==> src/flash_host_pkg.sv <==
// Constants, register map and pin bundle for the flash host controller.
// Assumes one 100 MHz clock and a byte-wide asynchronous flash outside.
package flash_host_pkg;

    // Clock rate used to turn times into cycle counts
    localparam int CLK_MHZ = 100;

    // Flash bus widths and the cycle counter width
    localparam int ADDR_W = 21;
    localparam int DATA_W = 8;
    localparam int CNT_W  = 16;

    // Software register offsets (byte addresses)
    localparam logic [7:0] REG_CTRL   = 8'h00;
    localparam logic [7:0] REG_ADDR   = 8'h04;
    localparam logic [7:0] REG_WDATA  = 8'h08;
    localparam logic [7:0] REG_GO     = 8'h0C;
    localparam logic [7:0] REG_RDATA  = 8'h10;
    localparam logic [7:0] REG_STATUS = 8'h14;

    // Control register bits and reset value
    localparam int CTRL_RUN_BIT = 0;
    localparam int CTRL_HH_BIT  = 1;
    localparam logic [1:0] CTRL_RESET = 2'h0;

    // Go register bits
    localparam int GO_WRITE_BIT = 0;
    localparam int GO_READ_BIT  = 1;

    // Status register bits
    localparam int ST_BUSY_BIT    = 0;
    localparam int ST_RYBY_BIT    = 1;
    localparam int ST_WAKE_BIT    = 2;
    localparam int ST_VALID_BIT   = 3;
    localparam int ST_REFUSED_BIT = 4;
    localparam int ST_RP_BIT      = 5;

    // Pin timing, in nanoseconds
    localparam int WR_SETUP_NS = 20;
    localparam int WR_PULSE_NS = 50;
    localparam int WR_HOLD_NS  = 20;
    localparam int RD_ACCESS_NS = 150;
    localparam int RESET_TO_OUTPUT_VALID_NS = 1000;
    localparam int RESET_TO_WRITE_WAKE_NS   = 1000;

    // Least times rounded up to whole cycles
    localparam int WR_SETUP_CYC = (WR_SETUP_NS * CLK_MHZ + 999) / 1000;
    localparam int WR_PULSE_CYC = (WR_PULSE_NS * CLK_MHZ + 999) / 1000;
    localparam int WR_HOLD_CYC  = (WR_HOLD_NS * CLK_MHZ + 999) / 1000;
    localparam int RD_ACCESS_CYC = (RD_ACCESS_NS * CLK_MHZ + 999) / 1000;
    localparam int VALID_CYC =
        (RESET_TO_OUTPUT_VALID_NS * CLK_MHZ + 999) / 1000;
    localparam int WAKE_CYC =
        (RESET_TO_WRITE_WAKE_NS * CLK_MHZ + 999) / 1000;

    // Bus cycle sequencer states
    typedef enum logic [2:0] {
        S_IDLE     = 3'b000,
        S_WR_SETUP = 3'b001,
        S_WR_PULSE = 3'b010,
        S_WR_HOLD  = 3'b011,
        S_RD_WAIT  = 3'b100
    } seq_state_t;

    // Flash pins driven by the controller
    typedef struct packed {
        logic [ADDR_W-1:0] addr;
        logic [DATA_W-1:0] dq;
        logic              dq_oe_n;
        logic              ce_n;
        logic              oe_n;
        logic              we_n;
        logic              reset_powerdown_n;
        logic              rp_elevated;
    } flash_pins_t;

endpackage

==> src/flash_host_ctrl.sv <==
// Host-side controller for a byte-wide block-erasable flash.
// Software orders single bus cycles through a small register port;
// the controller times the pins, the reset/power-down line and the
// recovery intervals after it. Pins and inputs share i_mclk.
//
// The address-and-strobe port and the address map were decided locally.
`timescale 1ns/1ps

module flash_host_ctrl
    import flash_host_pkg::*;
#(
    parameter logic [CNT_W-1:0] VALID_CNT = CNT_W'(VALID_CYC),
    parameter logic [CNT_W-1:0] WAKE_CNT  = CNT_W'(WAKE_CYC)
)
(
    input  wire logic              i_mclk,
    input  wire logic              i_rst,
    input  wire logic [7:0]        i_reg_addr,
    input  wire logic [31:0]       i_reg_wdata,
    input  wire logic              i_reg_wr,
    input  wire logic              i_reg_rd,
    output logic      [31:0]       o_reg_rdata,
    output flash_pins_t            o_flash,
    input  wire logic [DATA_W-1:0] i_flash_dq,
    input  wire logic              i_ready_busy_out
);

    // Cycle counts sized to the counter
    localparam logic [CNT_W-1:0] SETUP_N = CNT_W'(WR_SETUP_CYC);
    localparam logic [CNT_W-1:0] PULSE_N = CNT_W'(WR_PULSE_CYC);
    localparam logic [CNT_W-1:0] HOLD_N  = CNT_W'(WR_HOLD_CYC);
    localparam logic [CNT_W-1:0] ACC_N   = CNT_W'(RD_ACCESS_CYC);

    // Registered state
    seq_state_t        state;          // Sequencer state
    logic [CNT_W-1:0]  seq_cnt;        // Cycles left in a phase
    logic [1:0]        ctrl;           // Run and elevated bits
    logic [ADDR_W-1:0] addr;           // Flash address for next cycle
    logic [DATA_W-1:0] wdata;          // Byte for next write cycle
    logic [DATA_W-1:0] rdata;          // Byte caught by last read
    logic [CNT_W-1:0]  valid_cnt;      // Output-valid wait left
    logic [CNT_W-1:0]  wake_cnt;       // Write wake wait left
    logic              refused;        // Sticky: order was refused
    logic [31:0]       reg_rdata;      // Read port data
    flash_pins_t       pins;           // Registered pin values

    // Next values
    seq_state_t        next_state;
    logic [CNT_W-1:0]  next_seq_cnt;
    logic [1:0]        next_ctrl;
    logic [ADDR_W-1:0] next_addr;
    logic [DATA_W-1:0] next_wdata;
    logic [DATA_W-1:0] next_rdata;
    logic [CNT_W-1:0]  next_valid_cnt;
    logic [CNT_W-1:0]  next_wake_cnt;
    logic              next_refused;
    logic [31:0]       next_reg_rdata;
    flash_pins_t       next_pins;

    // Decoded helpers
    logic        go_wr;        // Write order on the port
    logic        go_rd;        // Read order on the port
    logic        rp_up;        // Reset line released
    logic        wake_done;    // Command writes now recognised
    logic        valid_done;   // Read data now trusted
    logic        busy;         // A pin cycle is running
    logic [31:0] status;       // Status word for software

    assign rp_up      = ctrl[CTRL_RUN_BIT];
    assign wake_done  = rp_up && (wake_cnt == '0);
    assign valid_done = rp_up && (valid_cnt == '0);
    assign busy       = (state != S_IDLE);
    assign go_wr = i_reg_wr && (i_reg_addr == REG_GO)
                   && i_reg_wdata[GO_WRITE_BIT];
    assign go_rd = i_reg_wr && (i_reg_addr == REG_GO)
                   && i_reg_wdata[GO_READ_BIT];

    // Status word; device ready/busy level is passed straight up
    always_comb
    begin
        status                 = 32'h0;
        status[ST_BUSY_BIT]    = busy;
        status[ST_RYBY_BIT]    = i_ready_busy_out;
        status[ST_WAKE_BIT]    = wake_done;
        status[ST_VALID_BIT]   = valid_done;
        status[ST_REFUSED_BIT] = refused;
        status[ST_RP_BIT]      = rp_up;
    end

    // Next-value logic for the whole controller except the pins
    always_comb
    begin
        next_state     = state;
        next_seq_cnt   = seq_cnt;
        next_ctrl      = ctrl;
        next_addr      = addr;
        next_wdata     = wdata;
        next_rdata     = rdata;
        next_valid_cnt = valid_cnt;
        next_wake_cnt  = wake_cnt;
        next_refused   = refused;
        next_reg_rdata = 32'h0;

        // Register writes; a write of 1 clears the refused flag
        if (i_reg_wr)
        begin
            case (i_reg_addr)
                REG_CTRL:
                    next_ctrl = i_reg_wdata[1:0];
                REG_ADDR:
                    next_addr = i_reg_wdata[ADDR_W-1:0];
                REG_WDATA:
                    next_wdata = i_reg_wdata[DATA_W-1:0];
                REG_STATUS:
                    if (i_reg_wdata[ST_REFUSED_BIT])
                    begin
                        next_refused = 1'b0;
                    end
                default:
                    next_refused = refused;
            endcase
        end

        // Register reads, answered in the following cycle
        if (i_reg_rd)
        begin
            case (i_reg_addr)
                REG_CTRL:   next_reg_rdata = {30'h0, ctrl};
                REG_ADDR:   next_reg_rdata = {11'h0, addr};
                REG_WDATA:  next_reg_rdata = {24'h0, wdata};
                REG_RDATA:  next_reg_rdata = {24'h0, rdata};
                REG_STATUS: next_reg_rdata = status;
                default:    next_reg_rdata = 32'h0;
            endcase
        end

        // Recovery timers run down only while the line is high
        if (!rp_up)
        begin
            next_valid_cnt = VALID_CNT;
            next_wake_cnt  = WAKE_CNT;
        end
        else
        begin
            if (valid_cnt != '0)
            begin
                next_valid_cnt = valid_cnt - 1'b1;
            end
            if (wake_cnt != '0)
            begin
                next_wake_cnt = wake_cnt - 1'b1;
            end
        end

        // Sequencer
        case (state)
            S_IDLE:
            begin
                // Writes wait for wake, reads for valid outputs
                if (go_wr && wake_done)
                begin
                    next_state   = S_WR_SETUP;
                    next_seq_cnt = SETUP_N;
                end
                else if (go_rd && valid_done)
                begin
                    next_state   = S_RD_WAIT;
                    next_seq_cnt = ACC_N;
                end
                else if (go_wr || go_rd)
                begin
                    next_refused = 1'b1;
                end
            end
            S_WR_SETUP:
            begin
                // Address and data settle before strobe falls
                next_seq_cnt = seq_cnt - 1'b1;
                if (seq_cnt == CNT_W'(1))
                begin
                    next_state   = S_WR_PULSE;
                    next_seq_cnt = PULSE_N;
                end
            end
            S_WR_PULSE:
            begin
                next_seq_cnt = seq_cnt - 1'b1;
                if (seq_cnt == CNT_W'(1))
                begin
                    next_state   = S_WR_HOLD;
                    next_seq_cnt = HOLD_N;
                end
            end
            S_WR_HOLD:
            begin
                // Address and data held after the rising strobe
                next_seq_cnt = seq_cnt - 1'b1;
                if (seq_cnt == CNT_W'(1))
                begin
                    next_state = S_IDLE;
                end
            end
            S_RD_WAIT:
            begin
                next_seq_cnt = seq_cnt - 1'b1;
                if (seq_cnt == CNT_W'(1))
                begin
                    next_rdata = i_flash_dq;
                    next_state = S_IDLE;
                end
            end
            default:
                next_state = S_IDLE;
        endcase

        // Dropping the reset line abandons any cycle in flight; the
        // new run bit is used so the pins go idle at the same edge as
        // the line drops, and no strobe is ever seen in power-down
        if (!next_ctrl[CTRL_RUN_BIT])
        begin
            next_state = S_IDLE;
        end

        // Orders refused while busy; set beats a same-cycle clear
        if ((go_wr || go_rd) && busy)
        begin
            next_refused = 1'b1;
        end
    end

    // Pin values follow the next state so pins change with it
    always_comb
    begin
        next_pins                   = '0;
        next_pins.addr              = next_addr;
        next_pins.dq                = next_wdata;
        next_pins.dq_oe_n           = 1'b1;
        next_pins.ce_n              = 1'b1;
        next_pins.oe_n              = 1'b1;
        next_pins.we_n              = 1'b1;
        next_pins.reset_powerdown_n = next_ctrl[CTRL_RUN_BIT];
        // Elevated level only while the line is released
        next_pins.rp_elevated = next_ctrl[CTRL_RUN_BIT]
                                && next_ctrl[CTRL_HH_BIT];
        case (next_state)
            S_WR_SETUP, S_WR_HOLD:
            begin
                next_pins.ce_n    = 1'b0;
                next_pins.dq_oe_n = 1'b0;
            end
            S_WR_PULSE:
            begin
                next_pins.ce_n    = 1'b0;
                next_pins.dq_oe_n = 1'b0;
                next_pins.we_n    = 1'b0;
            end
            S_RD_WAIT:
            begin
                next_pins.ce_n = 1'b0;
                next_pins.oe_n = 1'b0;
            end
            default:
                next_pins.ce_n = 1'b1;
        endcase
    end

    // State registers; reset holds the flash in power-down
    always_ff @(posedge i_mclk)
    begin
        if (i_rst)
        begin
            state     <= S_IDLE;
            seq_cnt   <= '0;
            ctrl      <= CTRL_RESET;
            addr      <= '0;
            wdata     <= '0;
            rdata     <= '0;
            valid_cnt <= VALID_CNT;
            wake_cnt  <= WAKE_CNT;
            refused   <= 1'b0;
            reg_rdata <= 32'h0;
            pins      <= '{addr: '0, dq: '0, dq_oe_n: 1'b1,
                           ce_n: 1'b1, oe_n: 1'b1, we_n: 1'b1,
                           reset_powerdown_n: 1'b0,
                           rp_elevated: 1'b0};
        end
        else
        begin
            state     <= next_state;
            seq_cnt   <= next_seq_cnt;
            ctrl      <= next_ctrl;
            addr      <= next_addr;
            wdata     <= next_wdata;
            rdata     <= next_rdata;
            valid_cnt <= next_valid_cnt;
            wake_cnt  <= next_wake_cnt;
            refused   <= next_refused;
            reg_rdata <= next_reg_rdata;
            pins      <= next_pins;
        end
    end

    // Outputs straight from flip-flops
    assign o_reg_rdata = reg_rdata;
    assign o_flash     = pins;

endmodule

==> config.mk <==
export PLATFORM = sky130hd
export DESIGN_NAME = flash_host_ctrl
export DESIGN_NICKNAME = d
export VERILOG_FILES = /design/src/flash_host_pkg.sv /design/src/flash_host_ctrl.sv
export SDC_FILE = /design/constraint.sdc
export NUM_CORES = 1
export LEC_CHECK = 0
export ABC_AREA = 1
export BUFFER_PORTS_ARGS = -buffer_cell sky130_fd_sc_hd__clkbuf_2
export CAP_MARGIN = 0
export CORE_ASPECT_RATIO = 1.25
export CORE_UTILIZATION = 55
export CTS_CLUSTER_DIAMETER = 100
export CTS_CLUSTER_SIZE = 16
export DETAILED_ROUTE_END_ITERATION = 7
export PLACE_DENSITY = 0.8
export SLEW_MARGIN = 20
export SYNTH_ARGS = -nofsm -noshare
export SYNTH_HDL_FRONTEND = slang
export SYNTH_SLANG_ARGS = --single-unit
==> constraint.sdc <==
create_clock -name i_mclk -period 2.5 [get_ports i_mclk]
set_clock_uncertainty 0.2 [all_clocks]
set_input_delay 0.25 -clock i_mclk [delete_from_list [all_inputs] [get_ports i_mclk]]
set_output_delay 0.25 -clock i_mclk [all_outputs]
set_load 0.005 [all_outputs]
Word-level counts from Yosys, hierarchy flattened:

Cells that the tools add are included.

* add/subtract/negate cells: 3
* equality and inequality tests: 15
* muxes and demuxes: 31
* bitwise gates (word level): 2
* reductions and logical operators: 27

Operator list (number)
* one-hot mux 21 bit (5 select lines): 1
* two-way mux 16 bit: 4
* one-hot mux 16 bit (4 select lines): 1
* subtractor 16 x 1 -> 16 bit (second input constant): 3
* two-way mux 21 bit: 2
* zero test 16 bit: 2
* nonzero test 16 bit: 2
* two-way mux 3 bit: 6
* equality test 16 x 1 -> 1 bit (second input constant): 1
* equality test 8 x 4 -> 1 bit (second input constant): 2
* equality test 8 x 5 -> 1 bit (second input constant): 2
* two-way mux 8 bit: 2
* equality test 3 x 2 -> 1 bit (second input constant): 4
* two-way mux 1 bit: 12
* one-hot mux 3 bit (4 select lines): 1
* logical AND 1 bit: 9
* equality test 8 x 3 -> 1 bit (second input constant): 1
* zero test 8 bit: 1
* AND reduction 2 bit: 4
* equality test 3 x 1 -> 1 bit (second input constant): 2
* equality test 3 bit (second input constant): 2
* OR reduction 2 bit: 3
* two-way mux 2 bit: 2
* nonzero test 4 bit: 1
* other kinds (7): 8

* register bits after elaboration: 129
* bits of input ports: 53
* output and inout port bits: 67
* word-level logic and storage cells: 94

Logic depth before layout (Yosys ltp):

Gate-level depths: netlist of the first run.

* depth after elaboration: 11
* gate-level depth with buffers: 12
* depth with buffers taken out: 12

Least setup slack after synthesis of the first run:

No wires, ideal clock.

* path type: flip-flop to flip-flop
* start point: reg wake_cnt[0]
* end point: reg seq_cnt[10]
* library setup time: 0.138 ns
* arrival: 1.418 ns
* data required time: 2.162 ns
* slack: 0.744 ns
* stages on the path, launching flop included: 13
* buffers on the path: 1
* period minus slack after synthesis: 1.756 ns
* path through: dfxtp_1 inv_1 ha_1 nand2_2 nor2_4 nand2_4 nor2_2 nand2_2 nand3_4 nand2_4 buf_6 nand2_2 a21oi_2

* longest elaborated chain between the ends: 5
* elaborated cells between the ends (all ways): 7
* classes of those cells: eq/ne: 1; mux: 2; reduce/logical: 4

Ends and longest elaborated chain
* from (decl): RTL line flash_host_ctrl.sv:42 `logic [CNT_W-1:0] wake_cnt;`
* from (signal assigned): RTL line flash_host_ctrl.sv:296 `wake_cnt <= next_wake_cnt;`
* zero test 16 bit *: RTL line flash_host_ctrl.sv:70 `assign wake_done = rp_up && (wake_cnt == '0);`
* logical AND 1 bit *: RTL line flash_host_ctrl.sv:70
* logical AND 1 bit *: RTL line flash_host_ctrl.sv:160 `if (go_wr && wake_done)`
* two-way mux 16 bit / != test 3 bit (equally long branches)
* one-hot mux 16 bit (4 select lines) / AND reduction 2 bit (equally long branches)
* to (signal assigned): RTL line flash_host_ctrl.sv:290 `seq_cnt <= next_seq_cnt;`
* to (decl): RTL line flash_host_ctrl.sv:36 `logic [CNT_W-1:0] seq_cnt;`

Mark *: on every way between the ends. The rest lies on a longest branch, timed or not.
A chain may end at the register's enable or synchronous reset.

Final worst setup path of the first run:

* start point: reg seq_cnt[4]
* end point: reg rdata[2]

* longest elaborated chain between the ends: 2

Ends and longest elaborated chain
* equality test 16 x 1 -> 1 bit: RTL line flash_host_ctrl.sv:206 `if (seq_cnt == CNT_W'(1))`
* AND reduction 2 bit (no line)
* to (signal assigned): RTL line flash_host_ctrl.sv:294 `rdata <= next_rdata;`
* to (decl): RTL line flash_host_ctrl.sv:40 `logic [DATA_W-1:0] rdata;`

No other way between the ends.

==> flow_metrics.env, run 1 <==
export IMPL_tightestPinTransition_ps=606.8
export IMPL_drc=0
export IMPL_cts_max_path_buffers=2
export IMPL_max_clock_freq_mhz=475.2
export IMPL_cts_resized=0
export IMPL_period_share=0.8418
export IMPL_grt_pass1_wl_um=26080
export IMPL_worstRegToRegCells=8
export IMPL_detailed_place_hpwl_um=10630
export IMPL_holdWs_ps=29.65
export IMPL_drive_gt1_frac=0.2161
export IMPL_crit_chain="nor2_1, nand2_1, nor2_2, nand2_4, inv_2, nand2_2, o21ai_0, a21oi_1"
export IMPL_fin_crit_ps=2105
export IMPL_synthArstFlopShare=0
export IMPL_clkLatencyLatePin_ps=410
export IMPL_first_global_vias=5811
export IMPL_vias=6131
export IMPL_nets=1064
export IMPL_ys_seq_elements=117
export IMPL_clk_pin_slew_ps=60
export IMPL_arrival_ps=2190
export IMPL_num_rows=42
export IMPL_cp_depth=8
export IMPL_vdd_drop_max_v=0.0005536
export IMPL_start_util=0.5693
export IMPL_setup_viol=0
export IMPL_syn_inst=876
export IMPL_die_h_um=119.8
export IMPL_port_buffers=97
export IMPL_critPathTopFamily="simple AND/OR/NAND/NOR gates"
export IMPL_grt_overflow_total=0
export IMPL_syn_to_final_growth_pct=23.21
export IMPL_ys_seq_area_frac=0.3838
export IMPL_tns_ps=0
export IMPL_drtIter0Drc=380
export IMPL_p_int_mw=3.368
export IMPL_powerDensity_mw_per_mm2=598.2
export IMPL_worst_path_max_delay_cell="dfxtp_1"
export IMPL_combPwrFrac=0.031
export IMPL_design_area_mm2=0.007520
export IMPL_hold_viol=0
export IMPL_seq_power_share=0.415
export IMPL_clockRootBuffer="clkbuf_16"
export IMPL_power_mw=4.498
export IMPL_dpl_instance_area_mm2=0.006623
export IMPL_power_leakage_nw=3.504
export IMPL_slew_headroom=0.5945
export IMPL_synth_area_per_cell_um2=6.967
export IMPL_synth_distinct_cells=42
export IMPL_gp_congestion=0.8805
export IMPL_cts_htree_levels=4
export IMPL_fillCellCount=864
export IMPL_end_kind="register"
export IMPL_dieWidth_um=96.22
export IMPL_max_cap_viol_count=0
export IMPL_ios=120
export IMPL_totalWireLength_um=16120
export IMPL_power_switching_mw=1.130
export IMPL_core_area_mm2=0.01072
export IMPL_yosysWarnings=0
export IMPL_critPathMaxFanout=27
export IMPL_whs_path_depth=3
export IMPL_cts_tree="yes"
export IMPL_worstHoldPathType="input port to register"
export IMPL_worst_r2r_setup_slack_ps=400
export IMPL_hold_buffers=29
export IMPL_worstSetupStartpointType="register"
export IMPL_antenna_found_initial=0
export IMPL_clock_sinks=117
export IMPL_postCtsSetupRepairBufs=0
export IMPL_num_antenna_cells=0
export IMPL_drtPass1Iterations=8
export IMPL_avgRoutedWirePerCell_um=14.02
export IMPL_swShare=0.2512
export IMPL_grt_max_degree=40
export IMPL_synth_edff_count=0
export IMPL_critPathKind="register to register"
export IMPL_status="finished clean"
export IMPL_p_clk_frac=0.554
export IMPL_slowest_delay_ps=350
export IMPL_critical_path_required_ps=2580
export IMPL_ant_nets=0
export IMPL_die_area_mm2=0.01152
export IMPL_postSynth_topFlopCell="dfxtp_1"
export IMPL_maxSlewViolCount=0
export IMPL_syn_cell_area_mm2=0.006103
export IMPL_cts_buffers=17
export IMPL_rsz0062_at_grt="false"
export IMPL_vias_per_cell=5.331
export IMPL_track_usage=0.2902
export IMPL_crit_buf_inv=1
-- cell type report --
class | count | area, µm² | area share
sequential | 117 | 2342 | 0.3115
timing repair buffer | 135 | 843.3 | 0.1121
multi-input combinational | 652 | 3254 | 0.4328
clock buffer | 17 | 425.4 | 0.05657
inverter | 82 | 307.8 | 0.04093
clock inverter | 15 | 181.4 | 0.02413
tap | 132 | 165.2 | 0.02196
-- per-stage QoR --
| step | utilization | cells | setup WS (ps) |
|---|---|---|---|
| final | 0.7014 | 1150 | 395.5 |
| after CTS | 0.7014 | 1150 | 439.4 |
| after global placement | 0.6178 | 1089 | 525.2 |
| after floorplan | - | 886 | 744.3 |
| after global routing | 0.7014 | 1150 | 244.5 |
| after detailed placement | 0.6178 | 1089 | 505.5 |
-- cells in the final DEF, fill, tap and decap left out, drive strengths merged, types with 14 or more instances in the layout --
cell type / instances
xor2: 14
nor2: 200
dlygate4sd3: 29
inv: 92
a21oi: 51
dfxtp: 117
nand3: 65
nor3: 15
o21ai: 46
clkbuf: 114
nand2: 204
-- cell usage after synthesis (all sizes together) (8+ instances only) --
cell type | n | area share
nand2 | 204 | 0.14
nor2 | 200 | 0.14
dfxtp | 117 | 0.38
inv | 82 | 0.050
nand3 | 65 | 0.055
a21oi | 51 | 0.049
o21ai | 46 | 0.041
buf | 27 | 0.034
nor3 | 15 | 0.015
xor2 | 14 | 0.020
nand4 | 11 | 0.011
clkbuf | 8 | 0.0049
-- path summary, 6_finish.rpt --
kind                       start         endpoint
hold / removal    i_reg_wdata[0]          ctrl[0]
hold reg to reg      o_flash[25]  o_reg_rdata[11]
setup reg to reg      seq_cnt[4]         rdata[2]
setup / recovery      seq_cnt[4]         rdata[2]
-- registers in the layout, summed over array words and instances (netlist names) --
signal,flops
seq_cnt,16
rdata,8
wake_cnt,16
valid_cnt,16
o_flash,34
o_reg_rdata,21
refused,1
ctrl,2
state,3
-- worst min-delay path, cell delays in order --
cell and delay [ps]:
clkbuf_2 120, o21ai_0 130, nor2_1 100
-- power by group through the flow --
stage	clock network, mW	registers, mW	logic, mW
after floorplan	0	1.91	0.0584
after global placement	0	1.91	0.0974
after detailed placement	0	1.91	0.0973
after CTS	2.51	1.87	0.135
after global routing	2.62	1.87	0.151
final	2.49	1.87	0.140
-- logic make-up (layout without fill, tap and decap cells) --
| group | count (synthesis) | count (layout) | share of synthesized area |
|---|---|---|---|
| buffers and inverters | 117 | 249 | 0.08918 |
| other | 1 | 11 | 0.0006144 |
| xor gates and xnor gates | 19 | 19 | 0.02727 |
| adders and majority gates | 6 | 6 | 0.01230 |
| and+or+nand+nor | 501 | 501 | 0.3739 |
| AOI/OAI and AO/OA | 115 | 115 | 0.1130 |
| DFF | 117 | 117 | 0.3838 |
-- routing by layer --
layer | track usage | vias to the layer above | share of wire
met5 | 0 | - | 0
met4 | 0.1315 | 0 | 0.036
met3 | 0.06527 | 56 | 0.056
met2 | 0.5022 | 242 | 0.51
met1 | 0.3325 | 2786 | 0.40
li1 | - | 3047 | -
Note: power is estimated with default switching activity, not from simulation.
==> run 2: changes to the inputs <==
ABC_AREA = 0   (was 1)
CORE_UTILIZATION = 54   (was 55)
clock period = 2.2 ns   (was 2.5 ns; I/O delays follow)
==> run 2 against run 1 <==
  * The run now ends with negative setup slack left
  * Synthesized area fell by 14%
  * Total power is 10% higher
  * Non-clock buffer count up 107
  * First-iteration DRC count rose by 75%
  * Hold slack better by 47 ps
  * Die area shrank 12%
  * Sequential power is 14% higher
  * Flip-flop and latch count unchanged
  * Largest power group unchanged
==> flow_metrics.env, run 2 <==
export IMPL_end_kind="register"
export IMPL_vias_per_cell=6.433
export IMPL_max_cap_viol_count=0
export IMPL_core_area_mm2=0.009320
export IMPL_drive_gt1_frac=0.3823
export IMPL_drtIter0Drc=664
export IMPL_power_switching_mw=1.161
export IMPL_critical_path_required_ps=2300
export IMPL_synth_distinct_cells=70
export IMPL_tns_ps=-8743
export IMPL_maxSlewViolCount=0
export IMPL_powerDensity_mw_per_mm2=629.8
export IMPL_crit_path_end="valid_cnt[4]"
export IMPL_tightestPinTransition_ps=655.7
export IMPL_layout_common_cells="113 x dfxtp_1, 104 x buf_4, 97 x clkbuf_2, 74 x nand2_1, 65 x nor2_1"
export IMPL_first_global_vias=5917
export IMPL_grt_overflow_total=0
export IMPL_cp_startpoint="valid_cnt[6]"
export IMPL_critPathMaxFanout=5
export IMPL_synth_area_leaders="dfxtp_1 45%, a21oi_1 5.6%, nand2_1 5.6%"
export IMPL_yosysMostFrequentCell="dfxtp_1"
export IMPL_fin_crit_ps=2559
export IMPL_track_usage=0.3616
export IMPL_grt_pass1_wl_um=28880
export IMPL_num_antenna_cells=0
export IMPL_power_leakage_nw=3.196
export IMPL_cts_tree="yes"
export IMPL_design_area_mm2=0.007869
export IMPL_p_int_mw=3.795
export IMPL_stdcell_count=981
export IMPL_violations="negative setup slack"
export IMPL_slowest_delay_ps=560
export IMPL_fin_util=0.8443
export IMPL_start_util=0.5642
export IMPL_synth_edff_count=0
export IMPL_worstHoldPathType="input port to register"
export IMPL_vias=6311
export IMPL_num_rows=39
export IMPL_p_clk_frac=0.528
export IMPL_clk_pin_slew_ps=60
export IMPL_synth_top_area_cell="dfxtp_1"
export IMPL_synth_common_cells="117 x dfxtp_1, 78 x nand2_1, 69 x nor2_1"
export IMPL_cts_max_path_buffers=2
export IMPL_dpl_instance_area_mm2=0.006580
export IMPL_slew_headroom=0.5588
export IMPL_syn_inst=612
export IMPL_syn_to_final_growth_pct=49.63
export IMPL_clockRootBuffer="clkbuf_16"
export IMPL_clkLatencyLatePin_ps=420
export IMPL_rsz0062_at_grt="true"
export IMPL_critPathKind="register to register"
export IMPL_antenna_found_initial=0
export IMPL_yosysWarnings=0
export IMPL_synthArstFlopShare=0
export IMPL_combPwrFrac=0.043
export IMPL_ys_seq_elements=117
export IMPL_dp_slack_ps=-277.1
export IMPL_crit_chain="or4_4, buf_6, nor4_4, buf_4, buf_6, nand2_8, nand3_2, xor2_1, nor2_1"
export IMPL_avgRoutedWirePerCell_um=21.94
export IMPL_arrival_ps=2650
export IMPL_seq_power_share=0.429
export IMPL_grt_max_degree=24
export IMPL_r2r_start="valid_cnt[6]"
export IMPL_port_buffers=97
export IMPL_layout_commonest_cell="dfxtp_1"
export IMPL_crit_buf_inv=3
export IMPL_detailed_place_hpwl_um=10420
export IMPL_drtPass1Iterations=7
export IMPL_vdd_drop_max_v=0.0005752
export IMPL_postSynth_topFlopCell="dfxtp_1"
export IMPL_cts_buffers=17
export IMPL_synth_area_per_cell_um2=8.593
export IMPL_totalWireLength_um=21520
export IMPL_setup_viol=40
export IMPL_layout_setup_ws_ps=-359.0
export IMPL_gp_congestion=0.8974
export IMPL_worstSetupStartpointType="register"
export IMPL_critPathTopFamily="simple AND/OR/NAND/NOR gates"
export IMPL_r2r_end="valid_cnt[4]"
export IMPL_largest_reg_flops=34
export IMPL_worst_path_max_delay_cell="or4_4"
export IMPL_worst_r2r_setup_slack_ps=-360
export IMPL_drc=0
export IMPL_hold_viol=0
export IMPL_holdWs_ps=77.10
export IMPL_worstRegToRegCells=9
export IMPL_status="finished, violations left"
export IMPL_die_h_um=112.3
export IMPL_clock_sinks=117
export IMPL_yosys_area_top_type_share=0.4454
export IMPL_syn_cell_area_mm2=0.005259
export IMPL_swShare=0.2343
export IMPL_max_clock_freq_mhz=390.8
export IMPL_period_share=1.163
export IMPL_power_mw=4.956
export IMPL_fillCellCount=447
export IMPL_dieWidth_um=90.27
export IMPL_ant_nets=0
export IMPL_cp_depth=9
export IMPL_nets=905
export IMPL_die_area_mm2=0.01014
export IMPL_ys_seq_area_frac=0.4454
export IMPL_place_inst=904
export IMPL_ios=120
export IMPL_cts_htree_levels=4
export IMPL_crit_top_cell="buf_6"
run 2: changes by cell type after synthesis, sizes merged, moves of 10 or more:
cell,change
nor2,-129
nand2,-126
inv,-69
nand3,-39
o21ai,-28
or3,+15
and2,+14
clkbuf,+14
mux2i,+12
buf,-10
run 2: how the worst min path moves through the flow:
stage                     from          end  slack, ps  depth (start not counted)
6_report        i_reg_wdata[1]   o_flash[7]         80                          4
5_1_grt         i_reg_wdata[1]   o_flash[7]         80                          4
4_1_cts         i_reg_wdata[0]  o_flash[14]         30                          4
3_5_place_dp   i_reg_wdata[10]  o_flash[24]        260                          3
3_3_place_gp   i_reg_wdata[20]  o_flash[34]        250                          3
2_1_floorplan   i_reg_wdata[1]  o_flash[15]        160                          2
run 2: tightest hold or removal path, cell delays in order:
cell and delay, ps:
clkbuf_2 120, buf_4 180, nand3_1 70, a21oi_1 60
run 2: timing repair:
item | 4_1_cts | 5_1_grt
cloned | 2 | 0
pin swaps | 23 | 38
hold buffers | 28 | 0
endpoints found under the hold margin | 35 | 0
gates resized for setup | 36 | 44
setup buffers | 7 | 9
endpoints found under the setup margin | 44 | 45
run 2: kinds of logic after synthesis:
logic type,after synthesis,synth area share
buf+inv,52,0.05044
xor+xnor,26,0.04330
compound gates,112,0.1318
simple gates,285,0.2891
mux,13,0.02498
fa+ha+maj,6,0.01428
flops,117,0.4454
other cells,1,0.0007131
run 2: cell type report:
cell class / count / area (µm²) / share of cell area
clock buffers: 19 / 442.9 / 0.05629
clock inverters: 12 / 107.6 / 0.01367
inverters: 13 / 48.80 / 0.006201
multi-input cells: 455 / 3058 / 0.3886
flip-flops and latches: 117 / 2347 / 0.2983
well taps: 123 / 153.9 / 0.01956
repair buffers: 242 / 1710 / 0.2174
run 2: power groups by stage:
stage	logic [mW]	registers, mW	clock network, mW
detailed placement	0.137	2.17	0
finish	0.212	2.13	2.62
global placement	0.134	2.17	0
floorplan	0.0822	2.17	0
global route	0.219	2.13	2.70
CTS	0.188	2.13	2.58
run 2: per-layer routing:
layer	vias up	wire, µm	track usage
li1	2605	-	-
met1	2892	7140	0.3935
met2	607	10350	0.6407
met3	207	2237	0.07656
met4	0	1789	0.2237
met5	-	0	0
